### src/design/ipvs_pkg.sv
// Package for the interrupt priority and pending vector status block.
// Assumes a 32-bit AXI4-Lite register bus and one 10 MHz clock.
`default_nettype none
package ipvs_pkg;
    localparam int IPVS_NSRC = 8;
    localparam int IPVS_AW = 6;
    localparam logic [5:0] OFF_PRIO17 = 6'h00;
    localparam logic [5:0] OFF_PRIO18 = 6'h04;
    localparam logic [5:0] OFF_PRIO19 = 6'h08;
    localparam logic [5:0] OFF_STATUS = 6'h0c;
    localparam logic [5:0] OFF_FLAGS = 6'h10;
    localparam logic [5:0] OFF_ENABLE = 6'h14;
    localparam logic [5:0] OFF_CPULVL = 6'h18;
    localparam logic [5:0] OFF_TRAP = 6'h1c;
    localparam logic [5:0] OFF_IRQSTAT = 6'h20;
    localparam logic [5:0] OFF_IRQMASK = 6'h24;
    // Field positions of the priority fields (low bit of each).
    localparam int POS_TXREQ = 8;
    localparam int POS_DMA7 = 4;
    localparam int POS_DMA6 = 0;
    localparam int POS_ENC2 = 12;
    localparam int POS_FLT2 = 8;
    localparam int POS_PWM2 = 4;
    localparam int POS_DACL = 12;
    localparam int POS_DACR = 8;
    localparam logic [15:0] MASK_PRIO17 = 16'h0777;
    localparam logic [15:0] MASK_PRIO18 = 16'h7770;
    localparam logic [15:0] MASK_PRIO19 = 16'h7700;
    localparam logic [2:0] PRIO_RESET = 3'h4;
    localparam logic [2:0] PRIO_OFF = 3'h0;
    localparam int POS_LEVEL = 8;
    localparam logic [6:0] VEC_OFFSET = 7'h08;
    localparam logic [3:0] TRAP_LVL_BASE = 4'h8;
    localparam logic [1:0] RESP_OKAY = 2'h0;
    localparam logic [1:0] RESP_SLVERR = 2'h2;
    // Vector numbers of the eight sources, source 7 first in the list.
    localparam logic [7:0][7:0] SRC_VECTOR = {
        8'h55, 8'h54, 8'h53, 8'h52, 8'h51, 8'h50, 8'h4f, 8'h4e};
    typedef enum logic [2:0] {
        IPVS_IDLE = 3'h1,
        IPVS_WAIT = 3'h2,
        IPVS_RESP = 3'h4
    } ipvs_wstate_t;
endpackage
`default_nettype wire

### src/design/ipvs_select.sv
// Priority selector: picks the highest eligible source or trap.
// Assumes inputs are already synchronous to mclk.
`default_nettype none
module ipvs_select
    import ipvs_pkg::*;
(
    // Sources
    input wire logic [ipvs_pkg::IPVS_NSRC*3-1:0] prio,
    input wire logic [ipvs_pkg::IPVS_NSRC-1:0] active,
    input wire logic [3:0] cpuLevel,
    // Traps
    input wire logic [7:0] trapReq,
    // Result
    output logic found,
    output logic [3:0] level,
    output logic [6:0] vecIndex
);
    always_comb
    begin
        found = 1'b0;
        level = 4'h0;
        vecIndex = 7'h00;
        // Lowest index wins ties because only a strictly higher level
        // replaces the current choice.
        for (int i = 0; i < IPVS_NSRC; i++)
        begin
            if (active[i] && prio[i*3 +: 3] != PRIO_OFF
                && {1'b0, prio[i*3 +: 3]} > cpuLevel
                && {1'b0, prio[i*3 +: 3]} > level)
            begin
                found = 1'b1;
                level = {1'b0, prio[i*3 +: 3]};
                vecIndex = SRC_VECTOR[i][6:0] - VEC_OFFSET;
            end
        end
        // Traps ignore the CPU level; trap n sits at level 8+n.
        for (int t = 0; t < 8; t++)
        begin
            if (trapReq[t])
            begin
                found = 1'b1;
                level = TRAP_LVL_BASE + 4'(t);
                vecIndex = 7'(t);
            end
        end
    end
endmodule
`default_nettype wire

### src/design/ipvs_ctrl.sv
// Register file, AXI4-Lite slave and status logic of the priority block.
// Assumes request lines from peripherals asynchronous to mclk; trap lines likewise.
`default_nettype none
// How it works
// - Field value is the priority level directly
// - Zero priority means source disabled
// - Unimplemented bits read zero, ignore writes
// - Register 17: tx request at 10-8
// - Register 17: DMA7 at 6-4, DMA6 at 2-0
// - Register 18: encoder, fault, PWM fields
// - Register 19: DAC left and right fields
// - Status bits 11-8 give new level
// - Status bits 6-0 give vector minus eight
// - Status fields read-only, bits 15-12,7 zero
// - Priority fields reset to level four
// - Traps levels 8-15 never masked; irq trap-seen bit gated by irqMask[1]
module ipvs_ctrl
    import ipvs_pkg::*;
(
    // Clock and reset
    input wire logic mclk,
    input wire logic rst,
    // AXI4-Lite write address
    input wire logic [ipvs_pkg::IPVS_AW-1:0] awaddr,
    input wire logic awvalid,
    output logic awready,
    // AXI4-Lite write data
    input wire logic [31:0] wdata,
    input wire logic [3:0] wstrb,
    input wire logic wvalid,
    output logic wready,
    // AXI4-Lite write response
    output logic [1:0] bresp,
    output logic bvalid,
    input wire logic bready,
    // AXI4-Lite read address
    input wire logic [ipvs_pkg::IPVS_AW-1:0] araddr,
    input wire logic arvalid,
    output logic arready,
    // AXI4-Lite read data
    output logic [31:0] rdata,
    output logic [1:0] rresp,
    output logic rvalid,
    input wire logic rready,
    // Peripheral request pins
    input wire logic [ipvs_pkg::IPVS_NSRC-1:0] srcReq,
    input wire logic [7:0] trapReq,
    // Towards the core
    output logic coreReq,
    output logic [3:0] coreLevel,
    output logic [6:0] coreVector,
    // Interrupt
    output logic irq
);
    logic [15:0] prio17, prio18, prio19, status;
    logic [15:0] next_prio17, next_prio18, next_prio19, next_status;
    logic [7:0] flags, enable, next_flags, next_enable;
    logic [3:0] cpuLevel, next_cpuLevel;
    logic [1:0] irqStat, irqMask, next_irqStat, next_irqMask;
    logic [7:0] reqMeta, reqSync, reqPrev, trapMeta, trapSync;
    logic [IPVS_AW-1:0] wAddr, next_wAddr;
    logic [31:0] wData, next_wData;
    logic [3:0] wStrb, next_wStrb;
    logic haveA, haveD, next_haveA, next_haveD;
    ipvs_wstate_t wState, next_wState;
    logic [1:0] next_bresp;
    logic [31:0] next_rdata;
    logic [1:0] next_rresp;
    logic next_rvalid;
    logic [IPVS_NSRC*3-1:0] prioVec;
    logic selFound;
    logic [3:0] selLevel;
    logic [6:0] selVec;
    logic doWrite, doRead, statusChange;

    function automatic logic [15:0] merge16(input logic [15:0] old,
        input logic [31:0] data, input logic [3:0] strb,
        input logic [15:0] mask);
        logic [15:0] v;
        v = old;
        if (strb[0])
            v[7:0] = data[7:0];
        if (strb[1])
            v[15:8] = data[15:8];
        return v & mask;
    endfunction

    function automatic logic known(input logic [IPVS_AW-1:0] a);
        return a == OFF_PRIO17 || a == OFF_PRIO18 || a == OFF_PRIO19
            || a == OFF_STATUS || a == OFF_FLAGS || a == OFF_ENABLE
            || a == OFF_CPULVL || a == OFF_TRAP || a == OFF_IRQSTAT
            || a == OFF_IRQMASK;
    endfunction

    // Request pins come from other logic islands, so two stages first.
    always_ff @(posedge mclk or posedge rst)
    begin
        if (rst)
        begin
            reqMeta <= 8'h00;
            reqSync <= 8'h00;
            reqPrev <= 8'h00;
            trapMeta <= 8'h00;
            trapSync <= 8'h00;
        end
        else
        begin
            reqMeta <= srcReq;
            reqSync <= reqMeta;
            reqPrev <= reqSync;
            trapMeta <= trapReq;
            trapSync <= trapMeta;
        end
    end

    assign prioVec = {prio19[POS_DACL +: 3], prio19[POS_DACR +: 3],
        prio18[POS_PWM2 +: 3], prio18[POS_FLT2 +: 3],
        prio18[POS_ENC2 +: 3], prio17[POS_TXREQ +: 3],
        prio17[POS_DMA7 +: 3], prio17[POS_DMA6 +: 3]};

    ipvs_select ipvs_select_i (
        .prio(prioVec),
        .active(flags & enable),
        .cpuLevel(cpuLevel),
        .trapReq(trapSync),
        .found(selFound),
        .level(selLevel),
        .vecIndex(selVec)
    );

    assign doWrite = wState == IPVS_WAIT;
    assign doRead = arvalid && !rvalid;
    assign awready = wState == IPVS_IDLE && !haveA;
    assign wready = wState == IPVS_IDLE && !haveD;
    assign arready = !rvalid;
    assign statusChange = selFound
        && (selLevel != status[11:8] || selVec != status[6:0]);

    always_comb
    begin
        next_wAddr = wAddr;
        next_wData = wData;
        next_wStrb = wStrb;
        next_haveA = haveA;
        next_haveD = haveD;
        next_wState = wState;
        next_bresp = bresp;
        next_prio17 = prio17;
        next_prio18 = prio18;
        next_prio19 = prio19;
        next_flags = flags | (reqSync & ~reqPrev);
        next_enable = enable;
        next_cpuLevel = cpuLevel;
        next_irqMask = irqMask;
        next_irqStat = irqStat;
        next_status = status;
        unique case (wState)
            IPVS_IDLE:
            begin
                if (awvalid && awready)
                begin
                    next_wAddr = awaddr;
                    next_haveA = 1'b1;
                end
                if (wvalid && wready)
                begin
                    next_wData = wdata;
                    next_wStrb = wstrb;
                    next_haveD = 1'b1;
                end
                if (next_haveA && next_haveD)
                    next_wState = IPVS_WAIT;
            end
            IPVS_WAIT:
            begin
                next_haveA = 1'b0;
                next_haveD = 1'b0;
                next_bresp = known(wAddr) ? RESP_OKAY : RESP_SLVERR;
                next_wState = IPVS_RESP;
                case (wAddr)
                    OFF_PRIO17: next_prio17 =
                        merge16(prio17, wData, wStrb, MASK_PRIO17);
                    OFF_PRIO18: next_prio18 =
                        merge16(prio18, wData, wStrb, MASK_PRIO18);
                    OFF_PRIO19: next_prio19 =
                        merge16(prio19, wData, wStrb, MASK_PRIO19);
                    // Clearing a flag still loses to a new edge.
                    OFF_FLAGS: if (wStrb[0])
                        next_flags = (flags & ~wData[7:0])
                            | (reqSync & ~reqPrev);
                    OFF_ENABLE: if (wStrb[0])
                        next_enable = wData[7:0];
                    OFF_CPULVL: if (wStrb[0])
                        next_cpuLevel = wData[3:0];
                    OFF_IRQMASK: if (wStrb[0])
                        next_irqMask = wData[1:0];
                    default: ;
                endcase
            end
            IPVS_RESP:
                if (bready)
                    next_wState = IPVS_IDLE;
            default: next_wState = IPVS_IDLE;
        endcase
        if (selFound)
        begin
            next_status = 16'h0000;
            next_status[POS_LEVEL +: 4] = selLevel;
            next_status[6:0] = selVec;
        end
        // Sticky events: bit 0 status change, bit 1 trap seen.
        if (doWrite && wAddr == OFF_IRQSTAT && wStrb[0])
            next_irqStat = irqStat & ~wData[1:0];
        next_irqStat = next_irqStat | {|trapSync, statusChange};
    end

    always_comb
    begin
        next_rvalid = rvalid;
        next_rdata = rdata;
        next_rresp = rresp;
        if (rvalid && rready)
            next_rvalid = 1'b0;
        if (doRead)
        begin
            next_rvalid = 1'b1;
            next_rresp = known(araddr) ? RESP_OKAY : RESP_SLVERR;
            next_rdata = 32'h0000_0000;
            case (araddr)
                OFF_PRIO17: next_rdata[15:0] = prio17;
                OFF_PRIO18: next_rdata[15:0] = prio18;
                OFF_PRIO19: next_rdata[15:0] = prio19;
                OFF_STATUS: next_rdata[15:0] = status;
                OFF_FLAGS: next_rdata[7:0] = flags;
                OFF_ENABLE: next_rdata[7:0] = enable;
                OFF_CPULVL: next_rdata[3:0] = cpuLevel;
                OFF_TRAP: next_rdata[7:0] = trapSync;
                OFF_IRQSTAT: next_rdata[1:0] = irqStat;
                OFF_IRQMASK: next_rdata[1:0] = irqMask;
                default: next_rdata = 32'h0000_0000;
            endcase
        end
    end

    always_ff @(posedge mclk or posedge rst)
    begin
        if (rst)
        begin
            wAddr <= '0;
            wData <= 32'h0000_0000;
            wStrb <= 4'h0;
            haveA <= 1'b0;
            haveD <= 1'b0;
            wState <= IPVS_IDLE;
            bresp <= RESP_OKAY;
            prio17 <= {5'h00, PRIO_RESET, 1'b0, PRIO_RESET, 1'b0,
                PRIO_RESET};
            prio18 <= {1'b0, PRIO_RESET, 1'b0, PRIO_RESET, 1'b0,
                PRIO_RESET, 4'h0};
            prio19 <= {1'b0, PRIO_RESET, 1'b0, PRIO_RESET, 8'h00};
            status <= 16'h0000;
            flags <= 8'h00;
            enable <= 8'h00;
            cpuLevel <= 4'h0;
            irqStat <= 2'h0;
            irqMask <= 2'h0;
            rvalid <= 1'b0;
            rdata <= 32'h0000_0000;
            rresp <= RESP_OKAY;
        end
        else
        begin
            wAddr <= next_wAddr;
            wData <= next_wData;
            wStrb <= next_wStrb;
            haveA <= next_haveA;
            haveD <= next_haveD;
            wState <= next_wState;
            bresp <= next_bresp;
            prio17 <= next_prio17;
            prio18 <= next_prio18;
            prio19 <= next_prio19;
            status <= next_status;
            flags <= next_flags;
            enable <= next_enable;
            cpuLevel <= next_cpuLevel;
            irqStat <= next_irqStat;
            irqMask <= next_irqMask;
            rvalid <= next_rvalid;
            rdata <= next_rdata;
            rresp <= next_rresp;
        end
    end

    assign bvalid = wState == IPVS_RESP;
    assign coreReq = selFound;
    assign coreLevel = status[11:8];
    assign coreVector = status[6:0];
    assign irq = |(irqStat & irqMask);
endmodule
`default_nettype wire

### config.mk
export PLATFORM = sky130hd
export DESIGN_NAME = ipvs_ctrl
export DESIGN_NICKNAME = d
export VERILOG_FILES = /design/src/design/ipvs_pkg.sv /design/src/design/ipvs_select.sv /design/src/design/ipvs_ctrl.sv
export SDC_FILE = /design/constraint.sdc
export NUM_CORES = 1
export LEC_CHECK = 0
export ABC_AREA = 0
export BUFFER_PORTS_ARGS = -buffer_cell sky130_fd_sc_hd__clkbuf_2
export CAP_MARGIN = 20
export CORE_UTILIZATION = 40
export DETAILED_ROUTE_END_ITERATION = 8
export GPL_TIMING_DRIVEN = 0
export PLACE_DENSITY = 0.64
export SETUP_SLACK_MARGIN = 0.15
export SKIP_CTS_REPAIR_TIMING = 1
export SYNTH_ARGS = -nofsm -noshare
export SYNTH_HDL_FRONTEND = slang
export SYNTH_SLANG_ARGS = --single-unit
### constraint.sdc
create_clock -name mclk -period 34.1 [get_ports mclk]
set_input_delay 5.115 -clock mclk [delete_from_list [all_inputs] [get_ports mclk]]
set_output_delay 5.115 -clock mclk [all_outputs]
set_load 0.01 [all_outputs]
==> metrics list <==
- Antenna violations before repair: 0
- Detailed Route WL: 19300 um
- Cells with a size suffix above 1 make up 25.9% of the layout.
- Longest Clk Path Bufs: 2
* Number of nets still failing antenna checks after routing: 0
* Total placed instance area: 8440 um2
* Max transition margin: 31.0%
* Static leakage: 0.00412 uW
* Portion of total power attributed to sequential cells: 44.3%
- The synthesized netlist devotes 13.2% of its cell area to compound gates.
- The worst hold path terminates at reqSync[5]$_DFF_PP0_.
- After clock tree synthesis, the clock-pin slew on the worst setup and hold paths is 0.06 ns.
- Top cell type's share of synthesized area: 43.6%
* Total of warnings raised by yosys: 0
* Nets@finish: 977
- Of all flip-flops after synthesis, the portion carrying an async set or reset was 100%.
* Part of the Yosys area used for sequential elements: 46.7%
* R2R Path End: irqStat[0]$_DFF_PP0_
* Internal power summed over all cells: 367 uW
- Total of buffers placed on input and output ports: 79
- Ranked by total cell area, the synthesized netlist is headed by sky130_fd_sc_hd__dfrtp_1, sky130_fd_sc_hd__mux2_2, sky130_fd_sc_hd__ha_1, sky130_fd_sc_hd__nand2_1, sky130_fd_sc_hd__dfstp_2.
- Area grow syn2layout: 18.0%
- Number of search-and-repair iterations in the first detailed-routing pass: 5
- HPWL after DPL: 14500 um
- The startpoint identified for the worst hold timing path is reqMeta[5]$_DFF_PP0_.
* Class of the tightest hold or removal check: reg -> reg
- Std cell rows: 50
- PwrDens: 60.2 nW/um2
- The layout has 1778 filler cells.
- The run finished with clean final reports.
- Number of DRC violations after detailed-routing iteration 0: 517
* Critical path depth in cells: 53
- Counting instances, the worst hold path has a depth of 0.
- Entering global routing, the biggest net connects 78 pins.
- Flop and latch count out of synthesis: 142
- Data required time of the worst path: 28.98 ns
- The floorplan step set the die width to 140 um.
- Proportion of total power due to net switching: 32.3%
* Detailed-route DRC error count: 0
* Cell type with the largest total area after synthesis: sky130_fd_sc_hd__dfrtp_1
- CTS tree: built
* Number of top-level design ports: 125
* Worst reg-to-reg path cell count: 55
- Worst Tran Pin Value: 1.03 ns
- The clock reaches the later pin of the worst-skew pair after 0.42 ns.
- STA classifies the critical path startpoint as a register.
* Die Outline Area: 19700 um2
* Max-cap check violation count: 0
- Predominant post-synthesis flop cell: sky130_fd_sc_hd__dfrtp_1
- Wire length of the first global-routing pass: 31100 um
- Family with the most delay on the worst path: simple AND/OR/NAND/NOR gates
- Synth Instances: 748
* Hold violation total from the final report: 0
- Mapped Avg Cell Area: 10.2 um2
- Combinational cells account for 23.0% of the total power.
* Period Utilization, post-route: 51.3%
* ANT cells: 0
- Register-to-register setup slack: 21.64 ns
- Total Negative Setup Slacks: 0 ns
- Global routing consumed, over all layers together, 20.7% of the routing resources.
- Yosys mapped a number of flops with a built-in enable equal to 0.
- Slew Limit Fails: 0
- Clock skew on the completed layout was measured at 0.00868 ns.
- Placeable Area: 18700 um2
* Post-Synth Simple-Gate Area: 17.3%
* Finished Cell Area: 9010 um2
- Xor/xnor share of the synthesized area: 0.344%
- In this run, the clock network consumes 32.7% of the power.
- Average wire per cell in the routed design: 17.3 um
- Setup violations remaining at the end of the flow were counted as 0.
* Post-synthesis instance area: 7640 um2
* Starting Density: 40.8%
* Slowest stage cell, crit path: sky130_fd_sc_hd__nor2_1
- Global route overflow: 0
- The H-tree generated during clock tree synthesis spans 4 levels.
- Clock tree synthesis inserted a total of 17 buffers.
- The final route contains 6040 vias.
* Net Sw Power: 175 uW
- Synth Area in Adders: 6.06%
- Proportion of synthesized area in mux cells: 11.5%
* Post-DR vias/cell: 5.42
- Cell mode on critical path: sky130_fd_sc_hd__ha_1
* Number of distinct library cells after synthesis: 72
- After synthesis, the largest family of logic cells by area is simple AND/OR/NAND/NOR gates.
* Category of the worst setup path capture point: output port
- For the worst setup path, the data arrival time is 12.37 ns.
* Crit path kind: reg -> out
- VDD sags by at most 35.9 uV.
* Launch point of the worst reg-to-reg path: cpuLevel[2]$_DFFE_PP0P_
- The via count of the first global-routing pass came to 5696.
- Counting every sink on the clock net gives 142.
- Cell at the root of the clock tree: sky130_fd_sc_hd__clkbuf_16
- After layout, the minimum clock period comes to 17.49 ns.
* Maximum clock frequency: 57.2 MHz
- Chip Height: 140 um
- The congestion estimate from routability-driven global placement came to 0.901.
* Slowest cell delay on critical path: 0.42 ns
- Top fanout value on the critical path: 9
- RSZ-0062 raised after global routing: no
- Number of buffers and inverters on the critical path: 6
==> worst max-delay path by stage <==
stage | start | end | slack [ns]
CTS | cpuLevel[2]$_DFFE_PP0P_ | coreReq | 16.72
global route | cpuLevel[2]$_DFFE_PP0P_ | coreReq | 15.84
detailed placement | cpuLevel[2]$_DFFE_PP0P_ | coreReq | 17.26
floorplan | cpuLevel[2]$_DFFE_PP0P_ | coreReq | 19.03
global placement | cpuLevel[2]$_DFFE_PP0P_ | coreReq | 17.37
finish | cpuLevel[2]$_DFFE_PP0P_ | coreReq | 16.61
==> stage by stage <==
stage	instances	setup WS (ns)	total power (uW)	util, %	hold slack (ns)
2_1_floorplan	768	19.03	325	-	0.331
3_3_place_gp	1081	17.37	362	44.9	0.332
3_5_place_dp	1083	17.26	367	45.1	0.335
4_1_cts	1114	16.72	546	48.1	0.348
5_1_grt	1115	15.84	575	48.2	0.350
6_report	1115	16.61	542	48.2	0.346
==> layout make-up <==
class                           instances  area, um2  share of cell area, %
Buffer                                 39        243                   2.69
Clock buffer                           21        460                   5.11
Clock inverter                         10        104                   1.15
Inverter                               37        144                   1.60
Multi-Input combinational cell        550       3770                   41.8
Sequential cell                       142       3560                   39.6
Tap cell                              234        293                   3.25
Timing Repair Buffer                   82        435                   4.83
==> cells in the final DEF, fill, tap and decap left out, types with 14 or more instances in the layout <==
cell                        count
sky130_fd_sc_hd__inv_1         35
sky130_fd_sc_hd__o21ai_0       34
sky130_fd_sc_hd__nor2_1        56
sky130_fd_sc_hd__nand3_1       30
sky130_fd_sc_hd__nand2_1       87
sky130_fd_sc_hd__nor3_1        25
sky130_fd_sc_hd__a22oi_1       14
sky130_fd_sc_hd__a21oi_1       19
sky130_fd_sc_hd__conb_1        21
sky130_fd_sc_hd__clkbuf_16     17
sky130_fd_sc_hd__ha_1          37
sky130_fd_sc_hd__dfrtp_1      133
sky130_fd_sc_hd__mux2_2        63
sky130_fd_sc_hd__clkbuf_1      14
sky130_fd_sc_hd__buf_4         24
sky130_fd_sc_hd__clkbuf_2      79
==> power by group through the flow <==
stage               Clock (uW)  Sequential (uW)  Combinational (uW)
global route               188              245                 141
floorplan                    0              227                97.7
global placement             0              242                 120
finish                     177              240                 124
CTS                        181              240                 125
detailed placement           0              243                 124
==> registers in the layout, summed over array words and instances (netlist names), 2 cells and up <==
signal,flops
irqMask,2
wStrb,2
prio17,9
status,9
cpuLevel,4
prio18,9
trapSync,8
wData,14
wAddr,6
flags,8
rdata,15
reqPrev,8
enable,8
wState,3
reqMeta,8
trapMeta,8
reqSync,8
irqStat,2
prio19,6
==> Yosys cell counts (3+ instances only) <==
master,number
sky130_fd_sc_hd__dfrtp_1,133
sky130_fd_sc_hd__nand2_1,87
sky130_fd_sc_hd__mux2_2,63
sky130_fd_sc_hd__nor2_1,56
sky130_fd_sc_hd__ha_1,37
sky130_fd_sc_hd__inv_1,36
sky130_fd_sc_hd__o21ai_0,34
sky130_fd_sc_hd__nand3_1,30
sky130_fd_sc_hd__nor3_1,25
sky130_fd_sc_hd__buf_4,23
sky130_fd_sc_hd__a21oi_1,19
sky130_fd_sc_hd__a22oi_1,14
sky130_fd_sc_hd__nor2b_1,13
sky130_fd_sc_hd__clkbuf_1,12
sky130_fd_sc_hd__dfstp_2,9
sky130_fd_sc_hd__mux2i_1,9
sky130_fd_sc_hd__nand3b_1,9
sky130_fd_sc_hd__a31oi_1,7
sky130_fd_sc_hd__o21a_1,7
sky130_fd_sc_hd__a21o_1,6
sky130_fd_sc_hd__a22o_1,6
sky130_fd_sc_hd__and2_1,6
sky130_fd_sc_hd__nand4_1,6
sky130_fd_sc_hd__nor4_1,6
sky130_fd_sc_hd__a32oi_1,5
sky130_fd_sc_hd__mux2_4,5
sky130_fd_sc_hd__nand4b_1,5
sky130_fd_sc_hd__nor3b_1,5
sky130_fd_sc_hd__o21ai_1,5
sky130_fd_sc_hd__a221o_1,4
sky130_fd_sc_hd__o22ai_1,4
sky130_fd_sc_hd__o31ai_1,4
sky130_fd_sc_hd__a221oi_1,3
sky130_fd_sc_hd__a222oi_1,3
sky130_fd_sc_hd__and3_1,3
sky130_fd_sc_hd__o21bai_1,3
==> layer usage <==
metal | global-route usage [%] | routed length, um
met1 | 28.4 | 9020
met5 | 0 | 0
met4 | 8.68 | 519
met3 | 4.17 | 1130
met2 | 32.1 | 8610
==> kinds of logic (layout without fill, tap and decap cells) <==
group | count (synthesis) | count (layout)
AOI/OAI and AO/OA | 146 | 146
xor gates and xnor gates | 3 | 3
adders and majority gates | 37 | 37
buffers and inverters | 76 | 189
DFF | 142 | 142
muxes | 77 | 77
other | 1 | 21
and+or+nand+nor | 266 | 266
Note: power is estimated with default switching activity, not from simulation.
